[config.mk]
export PLATFORM = sky130hd
export DESIGN_NAME = flash_status_protect_regs
export DESIGN_NICKNAME = d
export VERILOG_FILES = /design/src/rtl/flash_status_protect_regs.v /design/src/rtl/nv_store.v
export VERILOG_INCLUDE_DIRS = /design/src /design/src/pkg
export SDC_FILE = /design/constraint.sdc
export NUM_CORES = 1
export LEC_CHECK = 0
export ABC_AREA = 1
export ABC_CLOCK_PERIOD_IN_PS = 3600
export BUFFER_PORTS_ARGS = -buffer_cell sky130_fd_sc_hd__buf_2
export CAP_MARGIN = 10
export CORE_MARGIN = 3
export CORE_UTILIZATION = 45
export DETAILED_ROUTE_END_ITERATION = 16
export PLACE_DENSITY = 0.78
export SKIP_CTS_REPAIR_TIMING = 1
export SLEW_MARGIN = 20
export SYNTH_ARGS = -nofsm -noshare
export SYNTH_HDL_FRONTEND = slang
export SYNTH_SLANG_ARGS = --single-unit
[constraint.sdc]
create_clock -name clk -period 3.6 [get_ports clk]
set_input_delay 0.72 -clock clk [delete_from_list [all_inputs] [get_ports clk]]
set_output_delay 0.72 -clock clk [all_outputs]
set_load 0.02 [all_outputs]
[src/pkg/flash_status_defs.vh]
// constants for the flash status and protection register bank
`ifndef FLASH_STATUS_DEFS_VH
`define FLASH_STATUS_DEFS_VH
// register select codes
`define SEL_LOW 2'h0
`define SEL_MID 2'h1
`define SEL_HIGH 2'h2
// low register fields
`define BIT_BUSY 0
`define BIT_WEL 1
`define BP_LSB 2
`define BP_MSB 6
`define BIT_SP_LO 7
// mid register fields
`define BIT_SP_HI 0
`define BIT_QE 1
`define LOCK_LSB 3
`define LOCK_MSB 5
`define BIT_CMP 6
`define BIT_SUS 7
// high register fields
`define DRV_LSB 5
`define DRV_MSB 6
`define BIT_PIN_ROLE 7
// reset values and writable masks
`define LOW_RESET 8'h00
`define MID_RESET 8'h00
`define HIGH_RESET 8'h60
`define LOW_WMASK 8'hfc
`define MID_WMASK 8'h7b
`define HIGH_WMASK 8'he0
// drive strength codes
`define DRV_25 2'h0
`define DRV_100 2'h3
// operation time in cycles at 250 MHz
`define OP_TIME_US 1
`define OP_CYCLES ((`OP_TIME_US * 1000) / 4)
`endif

[src/rtl/flash_status_protect_regs.v]
// status registers and write protection logic of a serial nor flash
// Operation
// busy flag high during program, erase, write
// latch flag mirrors latch; zero refuses writes
// block protect bits changed only by write
// block protect writes refused when hardware protected
// chip erase only when protect bits allow
// mode 00: writes need only latch set
// mode 01: protect pin low blocks writes
// mode 10: locked until power cycle
// mode 11: status register locked forever
// quad enable turns pins into data lines
// host avoids quad enable with tied pins
// security locks set once, never cleared
// complement bit joins block protect decoding
// suspend flag set by suspend, cleared resume
// pin role bit selects pause or reset
// quad enable disables pause and reset
// two bits select output drive strength
// delivery values zero, high register drive 11
// latch cleared by reset and write instructions
// reserved and read-only bits ignore writes
// stored bits survive resets; lockdown cleared
`timescale 1ns/10ps
`default_nettype none
`include "flash_status_defs.vh"
module flash_status_protect_regs (
   input wire clk,
   input wire reset,
   input wire power_up,
   input wire cmd_write_enable,
   input wire cmd_write_disable,
   input wire cmd_write_status,
   input wire [1:0] cmd_sel,
   input wire [7:0] cmd_data,
   input wire cmd_program,
   input wire cmd_sector_erase,
   input wire cmd_chip_erase,
   input wire cmd_suspend,
   input wire cmd_resume,
   input wire target_protected,
   input wire protect_pin_n,
   input wire pin_role_pin_n,
   output reg [7:0] status_reg_low,
   output reg [7:0] status_reg_mid,
   output reg [7:0] status_reg_high,
   output reg op_start,
   output reg op_refused,
   output reg quad_enable,
   output reg pause_active,
   output reg pin_reset_active,
   output reg [1:0] drive_strength
);
   // ----------------------------------------------------------------
   // state
   // ----------------------------------------------------------------
   localparam IDLE = 2'b01;
   localparam BUSY = 2'b10;
   reg [1:0] state;
   reg [15:0] count;
   wire [31:0] op_last = `OP_CYCLES - 1;
   reg write_enable_latch;
   reg suspend_flag;
   wire [23:0] nv;
   reg [7:0] next_low;
   reg [7:0] next_mid;
   reg [7:0] next_high;
   wire [7:0] low = nv[7:0];
   wire [7:0] mid = nv[15:8];
   wire [7:0] high = nv[23:16];
   wire status_protect_hi = mid[`BIT_SP_HI];
   wire status_protect_lo = low[`BIT_SP_LO];
   wire busy_flag = (state == BUSY);

   // ----------------------------------------------------------------
   // status write permission
   // ----------------------------------------------------------------
   function sr_writable;
      input sp_hi;
      input sp_lo;
      input wp_n;
      begin
         case ({sp_hi, sp_lo})
            2'b00: sr_writable = 1'b1;
            2'b01: sr_writable = wp_n;
            2'b10: sr_writable = 1'b0;
            2'b11: sr_writable = 1'b0;
            default: sr_writable = 1'b0;
         endcase
      end
   endfunction

   function chip_erase_ok;
      input [2:0] bp;
      input cmp;
      begin
         chip_erase_ok = (bp == 3'h0 && !cmp) || (bp == 3'h7 && cmp);
      end
   endfunction

   wire quad_now = mid[`BIT_QE];
   // in quad mode the protect pin is a data line, so it cannot block writes
   wire wp_level = quad_now ? 1'b1 : protect_pin_n;
   wire gate = write_enable_latch && !busy_flag;
   wire sr_ok = gate && cmd_write_status &&
      sr_writable(status_protect_hi, status_protect_lo, wp_level);
   wire ce_ok = gate && cmd_chip_erase &&
      chip_erase_ok(low[4:2], mid[`BIT_CMP]);
   wire pe_ok = gate && (cmd_program || cmd_sector_erase) && !target_protected;
   wire any_write = cmd_write_status || cmd_program || cmd_sector_erase || cmd_chip_erase;
   wire pin_reset = !quad_now && high[`BIT_PIN_ROLE] && !pin_role_pin_n;

   // ----------------------------------------------------------------
   // next register values
   // ----------------------------------------------------------------
   always @* begin
      next_low = low;
      next_mid = mid;
      next_high = high;
      if (power_up && status_protect_hi && !status_protect_lo) begin
         next_low[`BIT_SP_LO] = 1'b0;
         next_mid[`BIT_SP_HI] = 1'b0;
      end else if (sr_ok) begin
         case (cmd_sel)
            `SEL_LOW: begin
               next_low = (cmd_data & `LOW_WMASK) | (low & ~`LOW_WMASK);
            end
            `SEL_MID: begin
               next_mid = (cmd_data & `MID_WMASK) | (mid & ~`MID_WMASK);
               next_mid[`LOCK_MSB:`LOCK_LSB] = mid[`LOCK_MSB:`LOCK_LSB] |
                  cmd_data[`LOCK_MSB:`LOCK_LSB];
            end
            `SEL_HIGH: begin
               next_high = (cmd_data & `HIGH_WMASK) | (high & ~`HIGH_WMASK);
            end
            default: begin
               next_low = low;
            end
         endcase
      end
   end

   // stored bits live outside reset on purpose: they must survive it
   nv_store store (
      .clk(clk),
      .power_up(power_up),
      .wr_en(1'b1),
      .wr_data({next_high, next_mid, next_low}),
      .rd_data(nv)
   );

   // ----------------------------------------------------------------
   // volatile control
   // ----------------------------------------------------------------
   always @(posedge clk) begin
      if (reset || power_up || pin_reset) begin
         state <= IDLE;
         count <= 16'h0000;
         write_enable_latch <= 1'b0;
         op_start <= 1'b0;
         op_refused <= 1'b0;
      end else begin
         op_start <= 1'b0;
         op_refused <= 1'b0;
         case (state)
            IDLE: begin
               if (sr_ok || ce_ok || pe_ok) begin
                  state <= BUSY;
                  count <= op_last[15:0];
                  op_start <= 1'b1;
               end else if (any_write) begin
                  op_refused <= 1'b1;
               end
               if (any_write || cmd_write_disable) begin
                  write_enable_latch <= 1'b0;
               end else if (cmd_write_enable) begin
                  write_enable_latch <= 1'b1;
               end
            end
            BUSY: begin
               if (count == 16'h0000) begin
                  state <= IDLE;
               end else begin
                  count <= count - 16'h0001;
               end
            end
            default: begin
               state <= IDLE;
            end
         endcase
      end
   end

   // suspend flag survives soft reset, cleared only by resume or power cycle
   always @(posedge clk) begin
      if (power_up || cmd_resume) begin
         suspend_flag <= 1'b0;
      end else if (cmd_suspend) begin
         suspend_flag <= 1'b1;
      end
   end
   initial begin
      suspend_flag = 1'b0;
   end

   // ----------------------------------------------------------------
   // registered outputs
   // ----------------------------------------------------------------
   always @(posedge clk) begin
      if (reset) begin
         status_reg_low <= `LOW_RESET;
         status_reg_mid <= `MID_RESET;
         status_reg_high <= `HIGH_RESET;
         quad_enable <= 1'b0;
         pause_active <= 1'b0;
         pin_reset_active <= 1'b0;
         drive_strength <= `DRV_100;
      end else begin
         status_reg_low <= {low[7:2], write_enable_latch, busy_flag};
         status_reg_mid <= {suspend_flag, mid[6:3], 1'b0, mid[1:0]};
         status_reg_high <= {high[7:5], 5'h00};
         quad_enable <= quad_now;
         pause_active <= !quad_now && !high[`BIT_PIN_ROLE] && !pin_role_pin_n;
         pin_reset_active <= pin_reset;
         drive_strength <= high[`DRV_MSB:`DRV_LSB];
      end
   end
endmodule // flash_status_protect_regs
`default_nettype wire

[src/rtl/nv_store.v]
// non-volatile storage cells for the status bits
`timescale 1ns/10ps
`default_nettype none
`include "flash_status_defs.vh"
module nv_store (
   input wire clk,
   input wire power_up,
   input wire wr_en,
   input wire [23:0] wr_data,
   output reg [23:0] rd_data
);
   reg [23:0] cells;
   // contents survive every reset; the owner folds the power-cycle clear into wr_data
   always @(posedge clk) begin
      if (wr_en || power_up) begin
         cells <= wr_data;
      end
      rd_data <= (wr_en || power_up) ? wr_data : cells;
   end
   // delivery values; no reset may touch these cells
   initial begin
      cells = {`HIGH_RESET, `MID_RESET, `LOW_RESET};
      rd_data = {`HIGH_RESET, `MID_RESET, `LOW_RESET};
   end
endmodule // nv_store
`default_nettype wire

# After elaboration in Yosys (flattened, before gate mapping)
# Index checks and enable logic that the tools add are counted.
# W data, S select, Z words.
# totals
regBits,75
word_cells,100
output_inout_bits,31
# classes
reduce_logical,50
n_eq_ne,11
mux,12
n_bitwise,6
n_addsub,1
# ops
op,count
$mux W16,2
$pmux W16 S2,1
$logic_not A16 Y1,1
$sub A16 B1 Y16 const B,1
$logic_and A1 B1 Y1,15
$reduce_and A3 Y1,4
$logic_or A1 B1 Y1,11
$eq A2 B2 Y1 const B,4
$or A7 B8 Y8,1
$or A8 B2 Y8,1
$or A8 B5 Y8,1
$reduce_and A2 Y1,4
$logic_not A1 Y1,7
$eq A2 B1 Y1 const B,3
$mux W1,5
$logic_not A2 Y1,2
$mux W2,2
$ne A2 B2 Y1 const B,2
$pmux W2 S2,1
$reduce_bool A2 Y1,2
$reduce_or A2 Y1,2
$eq A3 B3 Y1 const B,1
$logic_not A3 Y1,1
$or A3 B3 Y3,1
4 further kinds,5

# Longest topological paths before layout
# Gate-level depths: netlist of run 1.
# logic_depth
ltp_word,9
ltp_mapped,12
mapped_depth_nobuf,11

# Cells and area by module
# A second synthesis of run 1 with hierarchy kept.
# unflattened
hier_cells,370
hier_area_um2,2940.3
# modules_own_cells
module,area_per_inst_um2,cells_each,instances
flash_status_protect_regs,2208.4,343,1
nv_store,732.0,27,1

# Least setup slack after synthesis of run 1
# OpenSTA, ideal clock, no wires.
# synth_timing
path_type,input to register
startpoint,input cmd_write_status
endpoint,"register store.rd_data[11], enable pin"
setup_ns,0.376
stages,4
setup_slack_ns,1.783
required_time_ns,3.224
t_arrival_ns,1.441
n_path_buf,0
path_cell_list,inv_1 nor2_1 nand3_2 nor3_1
# synth_between
elab_chain_cells,3
# synth_rtl
element,line,rtl
"start, declared",flash_status_protect_regs.v:33,"input wire cmd_write_status,"
$logic_and A1 B1 Y1 (2 in series),flash_status_protect_regs.v:105,wire sr_ok = gate && cmd_write_status &&
$reduce_and A3 Y1 (no source line),n/a,
"end signal, assigned",nv_store.v:18,rd_data <= (wr_en || power_up) ? wr_data : cells;
"end, declared",nv_store.v:10,output reg [23:0] rd_data
# No other way between the ends.
# A chain may end at the register's enable or synchronous reset.

# Final worst setup path of run 1
# layout_timing
startpoint,register state[0]
endpoint,"register store.rd_data[9], enable pin"
# layout_between
elab_chain_cells,6
# layout_rtl
element,line,rtl
"start, declared",flash_status_protect_regs.v:59,reg [1:0] state;
"start signal, assigned",flash_status_protect_regs.v:157,state <= IDLE;
"start signal, assigned",flash_status_protect_regs.v:168,state <= BUSY;
"start signal, assigned",flash_status_protect_regs.v:182,state <= IDLE;
$eq A2 B2 Y1,flash_status_protect_regs.v:73,wire busy_flag = (state == BUSY);
$logic_not A1 Y1,flash_status_protect_regs.v:104,wire gate = write_enable_latch && !busy_flag;
$logic_and A1 B1 Y1,flash_status_protect_regs.v:104,
$logic_and A1 B1 Y1 (2 in series),flash_status_protect_regs.v:105,
$reduce_and A3 Y1 (no source line),n/a,
# No other way between the ends.

==> results.md, run 1 <==
* Final core utilization at 0.5651
* Starting Density at 0.4755
* GR Util All Layers at 0.1773
* Min Tclk post-route at 1.929 ns
* Count of pins over their slew limit at 0
* CP Max Fanout at 15
* TritonCTS Sinks at 57
* Worst EP arrival at roughly 1.9 ns
* Slew HR at 0.3780
* Critical path endpoint category: register
* Root buffer cell: clkbuf_8
* Multi-input combinational cell area at 937.1 um^2
* Clk_lat worst skew at 0.33 ns
* Count leader, synth: nor2_1
* Synth async-reset ratio at 0
* CTS tree: done
* CTS buffer count at 9
* Register area share after synthesis at 0.5137
* Port bufs at 48
* # rows at 26
* IO Pins at 55
* CP startpoint kind: register
* Synth cell types at 25
* Cells after Synth at roughly 330
* Kind of critical path: register to register
* First-pass GRT wire length at 8.756 mm
* Fillers at a little under 500
* Synth Area in Simple Gates at 0.3195
* Avg Vias per Cell at ~4.8
* Post-synth EDFFs at 13
* Area contributors post-synth: dfxtp_1 36%, edfxtp_1 16%, nor2_1 10%
* Most instantiated cells after synthesis: 66 x nor2_1, 64 x nand2_1, 49 x inv_1, 44 x dfxtp_1, 24 x nand3_1
* Xor/xnor share of the synthesized area at 0
* Seq cells post-synth at 57
* Post-synthesis compound-gate area fraction at 0.04499
* Initial antenna violation count at 0
* Layout cells sized above 1 at 0.2147
* Fin cells at 452
* Routability cong. at about 0.86
* Most used DFF post-synth: dfxtp_1
* Drt first-iter violations at 152
* Peak Freq at 518.4 MHz
* First-pass DRT Iterations at 5
* ANT cells at 0
* Reg clk slew, reported paths at ~0.060 ns
* Area growth, synth to finish at 18.86%
* CTS H-tree depth at 3
* Power per cell area at 453.6 nW/um^2
* Avg Inst Size Synth at roughly 7.6 um^2
* Final TNS setup at 0 ns
* CP peak stage delay at 0.73 ns
* Cell chain of the critical path: nor2_4 -> nor2_1 -> nand3_2 -> nor3_1
* Synth area leader: dfxtp_1
* Vias in the first global route at 1995
* Max Buffers Root-to-Sink at 2
* Synth Cell Area at about 2500 um^2
* Worst-Margin Slew at about 0.93 ns
* Largest net degree at the start of global routing at 22
* Total overflow reported by the global router at 0
* Period utilization at 0.5358
* Leak at approximately 1.4 nW
* Slowest-stage cell, CP: nor3_1
* CP Data Required Time at 3.56 ns
* Largest family of logic cells by synthesized area: simple AND/OR/NAND/NOR gates
* Share of the synthesized area in the top cell type at 0.3559
* Placed Cells at 436
* Final wirelength at 5.204 mm
* Remaining DRCs at 0
* Layout Skew at 0.006278 ns
* Vias at 2156
* Wire per inst at ~12 um
* Worst Hold Class: register to register
* Die width at 80.16 um
* VDD IR max at 0.2595 mV
* Setup Viol. Count Final at 0
* Adder-cell share of the synthesized area at 0.005056
* Floorplan Core Area at 5205 um^2
* Max Cap Viol at 0
* Routed Antenna Nets at 0
* RSZ-0062 raised after global routing: false
* Final Hold Fails at 0
* Syn. warnings at 0
* Fin nets at 402
* Die H at 80.16 um
* Mux contribution to synthesized area at 0
* Die ar. at 6426 um^2
* Register area at 1271 um^2
* DPL Wire Length at 3.650 mm
* Outcome: finished, final reports clean
state kept, by name, indices dropped and copies added, names as in the netlist:
signal	flops
write_enable_latch	1
pin_reset_active	1
op_start	1
pause_active	1
store.rd_data	15
op_refused	1
state	2
status_reg_mid	7
status_reg_low	8
status_reg_high	3
suspend_flag	1
count	16
worst paths after layout:
| kind | startpoint | to | slack, ns | cells after the start |
|---|---|---|---|---|
| setup reg to reg | state[0] | store.rd_data[9] | 1.67 | 4 |
| hold reg to reg | suspend_flag | status_reg_mid[7] | 0.42 | 2 |
| hold / removal | suspend_flag | status_reg_mid[7] | 0.42 | 2 |
| setup / recovery | state[0] | store.rd_data[9] | 1.67 | 4 |
cells in the final DEF (no fill, tap or decap), drive strengths merged, types with 2 or more instances in the layout:
cell type,synthesis,layout
nor2,67,67
nand2,67,67
inv,51,51
buf,10,49
dfxtp,44,44
nand3,26,26
edfxtp,13,13
clkbuf,4,12
o21ai,11,11
or2,8,8
a21oi,8,8
nor3,8,8
conb,1,6
nor4,3,3
nand4,2,2
clkinv,0,2
layer usage:
metal / vias up / share of wire / track usage
li1: 1097 / - / -
met1: 978 / 0.47 / 0.2239
met5: - / 0 / 0
met4: 0 / 0.023 / 0.1081
met2: 69 / 0.45 / 0.2765
met3: 12 / 0.062 / 0.03587
power by group:
part	switching (mW)	leakage (nW)	total, mW	internal (mW)
logic	0.0399	0.849	0.0624	0.0225
registers	0.00251	0.476	0.663	0.660
clock network	0.252	0.103	0.609	0.357
total	0.294	1.43	1.33	1.04
critical path: cells and delay by family (launching register included):
kind / cells / cell delay [ns]
DFF: 1 / 0.38
and+or+nand+nor: 4 / 1.17
through the flow:
step                hold slack (ns)  power, mW  worst slack [ns]  area [um^2]
finish                       0.4193      1.334             1.671         2942
global placement             0.4096     0.7379             1.376         2735
floorplan                    0.4034     0.7185             1.783         2494
global route                 0.4352      1.384             1.467         2942
CTS                          0.4203      1.340             1.663         2942
detailed placement           0.4125     0.7387             1.337         2735
area by class of cell:
cell class | instances | share of cell area
Clock buffer | 12 | 0.05274
Tap cell | 70 | 0.02977
Sequential cell | 57 | 0.4322
Clock inverter | 4 | 0.01744
Multi-Input combinational cell | 209 | 0.3186
Timing Repair Buffer | 49 | 0.08422
Inverter | 51 | 0.06508
cell families after synthesis:
| group | count (synthesis) |
|---|---|
| simple gates | 181 |
| buf+inv | 65 |
| flops | 57 |
| compound gates | 21 |
| fa+ha+maj | 1 |
| other cells | 1 |
(Power assumes the default switching activity.)
==> run 2: changes to the inputs <==
--- a/config.mk
+++ b/config.mk
@@ -6,14 +6,14 @@
 export SDC_FILE = /design/constraint.sdc
 export NUM_CORES = 1
 export LEC_CHECK = 0
-export ABC_AREA = 1
-export ABC_CLOCK_PERIOD_IN_PS = 3600
+export ABC_AREA = 0
+export ABC_CLOCK_PERIOD_IN_PS = 1750
 export BUFFER_PORTS_ARGS = -buffer_cell sky130_fd_sc_hd__buf_2
 export CAP_MARGIN = 10
 export CORE_MARGIN = 3
 export CORE_UTILIZATION = 45
 export DETAILED_ROUTE_END_ITERATION = 16
-export PLACE_DENSITY = 0.78
+export PLACE_DENSITY = 0.82
 export SKIP_CTS_REPAIR_TIMING = 1
 export SLEW_MARGIN = 20
 export SYNTH_ARGS = -nofsm -noshare
==> constraint.sdc (replaced) <==
create_clock -name clk -period 1.75 [get_ports clk]
set_input_delay 0.35 -clock clk [delete_from_list [all_inputs] [get_ports clk]]
set_output_delay 0.35 -clock clk [all_outputs]
set_load 0.02 [all_outputs]
==> run 2 against run 1 <==
Against the previous run: the run now ends with setup timing left; flip-flop and latch count unchanged; synthesized cell count down 32%; clock skew up 0.0015 ns; final area up 11%; global-route usage up 1.1 points; area after synthesis down 7.0%; critical path depth up 2; critical path type unchanged; largest cell class unchanged; largest power group unchanged; highest routed layer unchanged.
==> results.md, run 2 <==
* Drt first-iter violations at 182
* Synth area leader: dfxtp_1
* Share of the synthesized area in the top cell type at 0.3826
* Psw at just over 0.6 mW
* TritonCTS Sinks at 57
* Max Cap Viol at 0
* Root buffer cell: clkbuf_8
* Power per cell area at 828.2 nW/um^2
* Final core utilization at 0.6735
* Min Tclk post-route at roughly 2.0 ns
* Port bufs at 48
* Layout Skew at 0.007769 ns
* Area contributors post-synth: dfxtp_1 38%, edfxtp_1 17%, nor2b_1 4.3%
* Seq pwr share at 0.503
* Initial antenna violation count at 0
* Register area at 1279 um^2
* Outcome: complete, but fails checks
* RSZ-0062 raised after global routing: true
* Largest net degree at the start of global routing at 20
* CP Max Fanout at 5
* Wire per inst at 15.01 um
* Synth Cell Area at 2302 um^2
* CP startpoint kind: register
* CTS tree: done
* Avg Inst Size Synth at 10.32 um^2
* Slowest-stage cell, CP: or4_4
* Setup Viol. Count Final at 18
* Leading cell type in the layout, fill and taps excluded: buf_2
* Worst-case hold slack at about 0.17 ns
* Routed Antenna Nets at 0
* Die ar. at between 6000 and 7000 um^2
* # rows at 25
* Worst Hold Class: primary input to register
* Layout cells sized above 1 at 0.4735
* Worst Path Buf+Inv at 1
* Total internal power at 2.094 mW
* Peak Freq at 509.4 MHz
* Area growth, synth to finish at 41.85%
* Leak at 1.348 nW
* Final wirelength at slightly below 6 mm
* CTS H-tree depth at 3
* Largest register FFs at 16
* Largest reg by FF count: count
* Total overflow reported by the global router at 0
* First-pass GRT wire length at 8.728 mm
* Reg clk slew, reported paths at 0.06 ns
* Regs by FF count: count (16), store.rd_data (15), status_reg_low (8)
* Die width at just under 80 um
* CTS buffer count at 9
* Vias at a little over 2000
* Post-synth EDFFs at 13
* Max Buffers Root-to-Sink at 2
* Clock share of power at 0.450
* Count leader, synth: dfxtp_1
* Multi-input combinational cell area at 1091 um^2
* CP peak stage delay at 0.45 ns
* Starting Density at 0.4748
* Seq cells post-synth at 57
* Setup ws final at -0.2131 ns
* IO Pins at 55
* Crit-path leading delay family: simple AND/OR/NAND/NOR gates
* Register area share after synthesis at 0.5522
* Most used DFF post-synth: dfxtp_1
* Fillers at approximately 350
* VDD IR max at slightly above 0.7 mV
* Cell chain of the critical path: or3_4 -> or4_4 -> o21ai_4 -> buf_6 -> a22oi_1 -> o221a_1
* Syn. warnings at 0
* Die H at 77.53 um
* DPL Wire Length at ~3.9 mm
* Slew HR at 0.5621
* Critical path endpoint category: register
* Remaining DRCs at 0
* Routability cong. at just under 0.9
* CP Data Required Time at 1.99 ns
* GR Util All Layers at 0.1886
* Kind of critical path: register to register
* Worst EP arrival at 2.20 ns
* ANT cells at 0
* Synth async-reset ratio at 0
* Fin nets at 341
* Worst-Margin Slew at 0.6568 ns
* Avg Vias per Cell at around 5.3
* Comb pwr share at 0.047
* Count of pins over their slew limit at 0
* Failing checks: setup timing
* Commonest non-fill, non-tap cells in the layout: 48 x buf_2, 45 x buf_4, 38 x dfxtp_1
* First-pass DRT Iterations at 4
* Vias in the first global route at ~1900
* Period utilization at 1.122
* Floorplan Core Area at 4848 um^2
* Final Hold Fails at 0
* Synth cell types at 52
* Most instantiated cells after synthesis: 44 x dfxtp_1, 16 x nor2b_1, 15 x nand2_1, 15 x nor2_1
* Sw frac at 0.2256
* Clk_lat worst skew at roughly 0.35 ns
* Cells after Synth at 223
run 2: cell types whose count changed in the layout (fill, tap and decap cells not counted), moves of 4 or more:
cell,change
nor3_1,+4
nand3_1,-18
a21oi_1,-7
dfxtp_1,-6
dfxtp_2,+6
o211ai_1,+4
nor2b_1,+16
inv_1,-42
nand2_1,-50
o21ai_0,-9
nor2_1,-53
buf_4,+44
run 2: power groups by stage:
stage	logic (mW)	clock network [mW]	registers, mW
after floorplan	0.0595	0	1.40
after global placement	0.117	0	1.39
after detailed placement	0.120	0	1.39
after CTS	0.121	1.24	1.36
after global routing	0.137	1.31	1.36
final	0.127	1.22	1.36
run 2: logic make-up (layout without fill, tap and decap cells):
kind of cell               count (synthesis)  in the layout  share of synthesized area
and+or+nand+nor                           99             99                     0.2424
DFF                                       57             57                     0.5522
muxes                                      1              1                   0.004891
adders and majority gates                  1              1                   0.005434
buffers and inverters                     24            117                    0.05761
AOI/OAI and AO/OA                         40             40                     0.1359
other                                      1              6                   0.001629
run 2: worst paths after layout:
check | start | to | slack [ns] | cells past startpoint
setup / recovery | count[10] | count[4] | -0.21 | 6
hold / removal | cmd_resume | suspend_flag | 0.17 | 2
setup reg to reg | count[10] | count[4] | -0.21 | 6
hold reg to reg | store.rd_data[21] | status_reg_high[5] | 0.43 | 1
run 2: layer usage:
| layer | GRT usage | wire (um) |
|---|---|---|
| met5 | 0 | 0 |
| met4 | 0.09431 | 118 |
| met3 | 0.07309 | 369 |
| met2 | 0.2927 | 2848 |
| met1 | 0.2275 | 2489 |
run 2: area by class of cell:
type	instances	share of cell area
clock buffers	11	0.04330
clock inverters	5	0.01686
inverters	7	0.008046
multi-input cells	147	0.3341
flip-flops and latches	57	0.3916
well taps	67	0.02567
repair buffers	94	0.1805
run 2: metrics by stage:
| step | setup WS, ns | cells | setup TNS (ns) | instance area (um^2) | power [mW] |
|---|---|---|---|---|---|
| after floorplan | -0.1306 | 228 | -0.7562 | 2356 | 1.463 |
| after global placement | -0.2611 | 369 | -3.301 | 2894 | 1.506 |
| after detailed placement | -0.3339 | 369 | -4.672 | 2894 | 1.508 |
| after CTS | -0.3111 | 385 | -4.415 | 3090 | 2.717 |
| after global routing | -0.2530 | 388 | -3.428 | 3266 | 2.810 |
| final | -0.2131 | 388 | -2.162 | 3266 | 2.705 |
==> run 3: changes to the inputs <==
--- a/config.mk
+++ b/config.mk
@@ -8,7 +8,7 @@
 export LEC_CHECK = 0
 export ABC_AREA = 0
 export ABC_CLOCK_PERIOD_IN_PS = 1750
-export BUFFER_PORTS_ARGS = -buffer_cell sky130_fd_sc_hd__buf_2
+export BUFFER_PORTS_ARGS = -buffer_cell sky130_fd_sc_hd__buf_4
 export CAP_MARGIN = 10
 export CORE_MARGIN = 3
 export CORE_UTILIZATION = 45
==> run 3 against run 2 <==
Against the previous run: the run still ends with setup timing left; critical endpoint is now count[8]; critical path depth is the same; clock power up 15%; first-iteration DRC count is 21% lower; register-to-register slack worse by 0.03 ns.
==> results.md, run 3 (synthesized netlist as in run 2, its figures left out) <==
* Initial antenna violation count at 0
* Period utilization at 1.141
* Largest net degree at the start of global routing at 20
* Setup ws final at -0.2462 ns
* Outcome: complete, but fails checks
* Leading cell type in the layout, fill and taps excluded: buf_4
* Cell chain of the critical path: or3_4 -> or4_4 -> o21ai_4 -> buf_6 -> nand2_8 -> a221oi_2
* Area growth, synth to finish at 53.26%
* GR Util All Layers at 0.2099
* First-pass GRT wire length at 9.811 mm
* IO Pins at 55
* Final Hold Fails at 0
* CTS tree: done
* Port bufs at 48
* Min-delay src: cmd_resume
* Root buffer cell: clkbuf_8
* Largest register FFs at 16
* ANT cells at 0
* CP peak stage delay at roughly 0.45 ns
* # rows at 25
* Clk_lat worst skew at about 0.35 ns
* Failing checks: setup timing
* Final TNS setup at -3.187 ns
* WHS Path Cells at 2
* CP startpoint kind: register
* Slew HR at 0.3723
* Min Tclk post-route at approximately 2 ns
* RSZ-0062 raised after global routing: true
* Fin nets at 348
* Sw frac at 0.2339
* Peak Freq at roughly 500 MHz
* Final Power at 2.922 mW
* Power per cell area at 828.2 nW/um^2
* Starting Density at 0.4748
* TritonCTS Sinks at 57
* Layout cells sized above 1 at 0.5061
* Comb pwr share at 0.054
* Routed Antenna Nets at 0
* Kind of critical path: register to register
* Clock share of power at 0.481
* Count of pins over their slew limit at 0
* Final wirelength at 7.146 mm
* Worst Hold Class: primary input to register
* CP Launch Point: count[11]
* Largest reg by FF count: count
* Max Cap Viol at 0
* Vias in the first global route at 2122
* Leak at 1.440 nW
* Floorplan Core Area at 4848 um^2
* Setup Viol. Count Final at 31
* Fillers at 317
* Wire per inst at around 18 um
* Worst Path Buf+Inv at 1
* Vias at 2202
* Regs by FF count: count (16), store.rd_data (15), status_reg_low (8)
* CTS H-tree depth at 3
* Total overflow reported by the global router at 0
* CP Data Required Time at ~2.0 ns
* Critical path endpoint category: register
* Crit-path leading delay family: simple AND/OR/NAND/NOR gates
* CP Max Fanout at 7
* Avg Vias per Cell at 5.575
* Worst EP arrival at about 2.2 ns
* Hold EP: suspend_flag
* Psw at 0.6835 mW
* Die H at 77.53 um
* Layout Skew at 0.008736 ns
* VDD IR max at 0.5845 mV
* Worst-Margin Slew at 0.9395 ns
* Routability cong. at 0.8376
* Remaining DRCs at 0
* Slowest-stage cell, CP: or4_4
* DPL Wire Length at 4.208 mm
* Critical register-to-register path endpoint: count[8]
* CTS buffer count at 9
* Reg clk slew, reported paths at 0.07 ns
* First-pass DRT Iterations at 4
* Seq pwr share at 0.465
* Die width at about 78 um
* Drt first-iter violations at 144
* Commonest non-fill, non-tap cells in the layout: 96 x buf_4, 37 x dfxtp_1, 16 x nor2b_1
* Worst-case hold slack at 0.1732 ns
* Reg2reg path depth at 6
* R2R setup slack at -0.25 ns
* Die ar. at 6010 um^2
* Total internal power at 2.239 mW
* Max Buffers Root-to-Sink at 2
* FF-to-FF Start: count[11]
-- run 3: cell count changes in the layout (fill, tap and decap cells not counted), sizes merged --
cell / delta
buf: +6
clkbuf: -2
clkinv: -2
inv: +2
bufinv: +1
clkinvlp: +1
o31ai: +1
-- run 3: worst max-delay path by stage --
stage                    end  slack, ns  depth (start not counted)
CTS                 count[7]      -0.34                          5
finish              count[8]      -0.25                          6
global placement    count[7]      -0.29                          6
floorplan           count[3]      -0.13                          6
detailed placement  count[7]      -0.31                          6
global route        count[8]      -0.28                          6
-- run 3: metrics by stage --
| step | worst slack (ns) | util | cell area [um^2] | instances |
|---|---|---|---|---|
| floorplan | -0.1306 | - | 2356 | 228 |
| global placement | -0.2922 | 0.6232 | 3022 | 370 |
| detailed placement | -0.3121 | 0.6232 | 3022 | 370 |
| CTS | -0.3447 | 0.6697 | 3247 | 386 |
| global route | -0.2804 | 0.7277 | 3528 | 395 |
| finish | -0.2462 | 0.7277 | 3528 | 395 |
-- run 3: power groups by stage --
stage	Clock (mW)	Sequential (mW)	Combinational, mW
detailed placement	0	1.39	0.145
global route	1.48	1.36	0.167
floorplan	0	1.40	0.0595
finish	1.40	1.36	0.158
global placement	0	1.39	0.141
CTS	1.40	1.36	0.146
-- run 3: area by class of cell --
class,count,area (um^2),share of cell area
Clock buffer,9,123.9,0.03511
Clock inverter,7,101.3,0.02872
Inverter,7,26.28,0.007447
Multi-Input combinational cell,148,1147,0.3252
Sequential cell,57,1280,0.3628
Tap cell,67,83.83,0.02376
Timing Repair Buffer,100,765.7,0.2170
-- run 3: layer usage --
layer	track usage	share of wire
met5	0	0
met4	0.1281	0.060
met3	0.04060	0.060
met2	0.3506	0.50
met1	0.2482	0.38
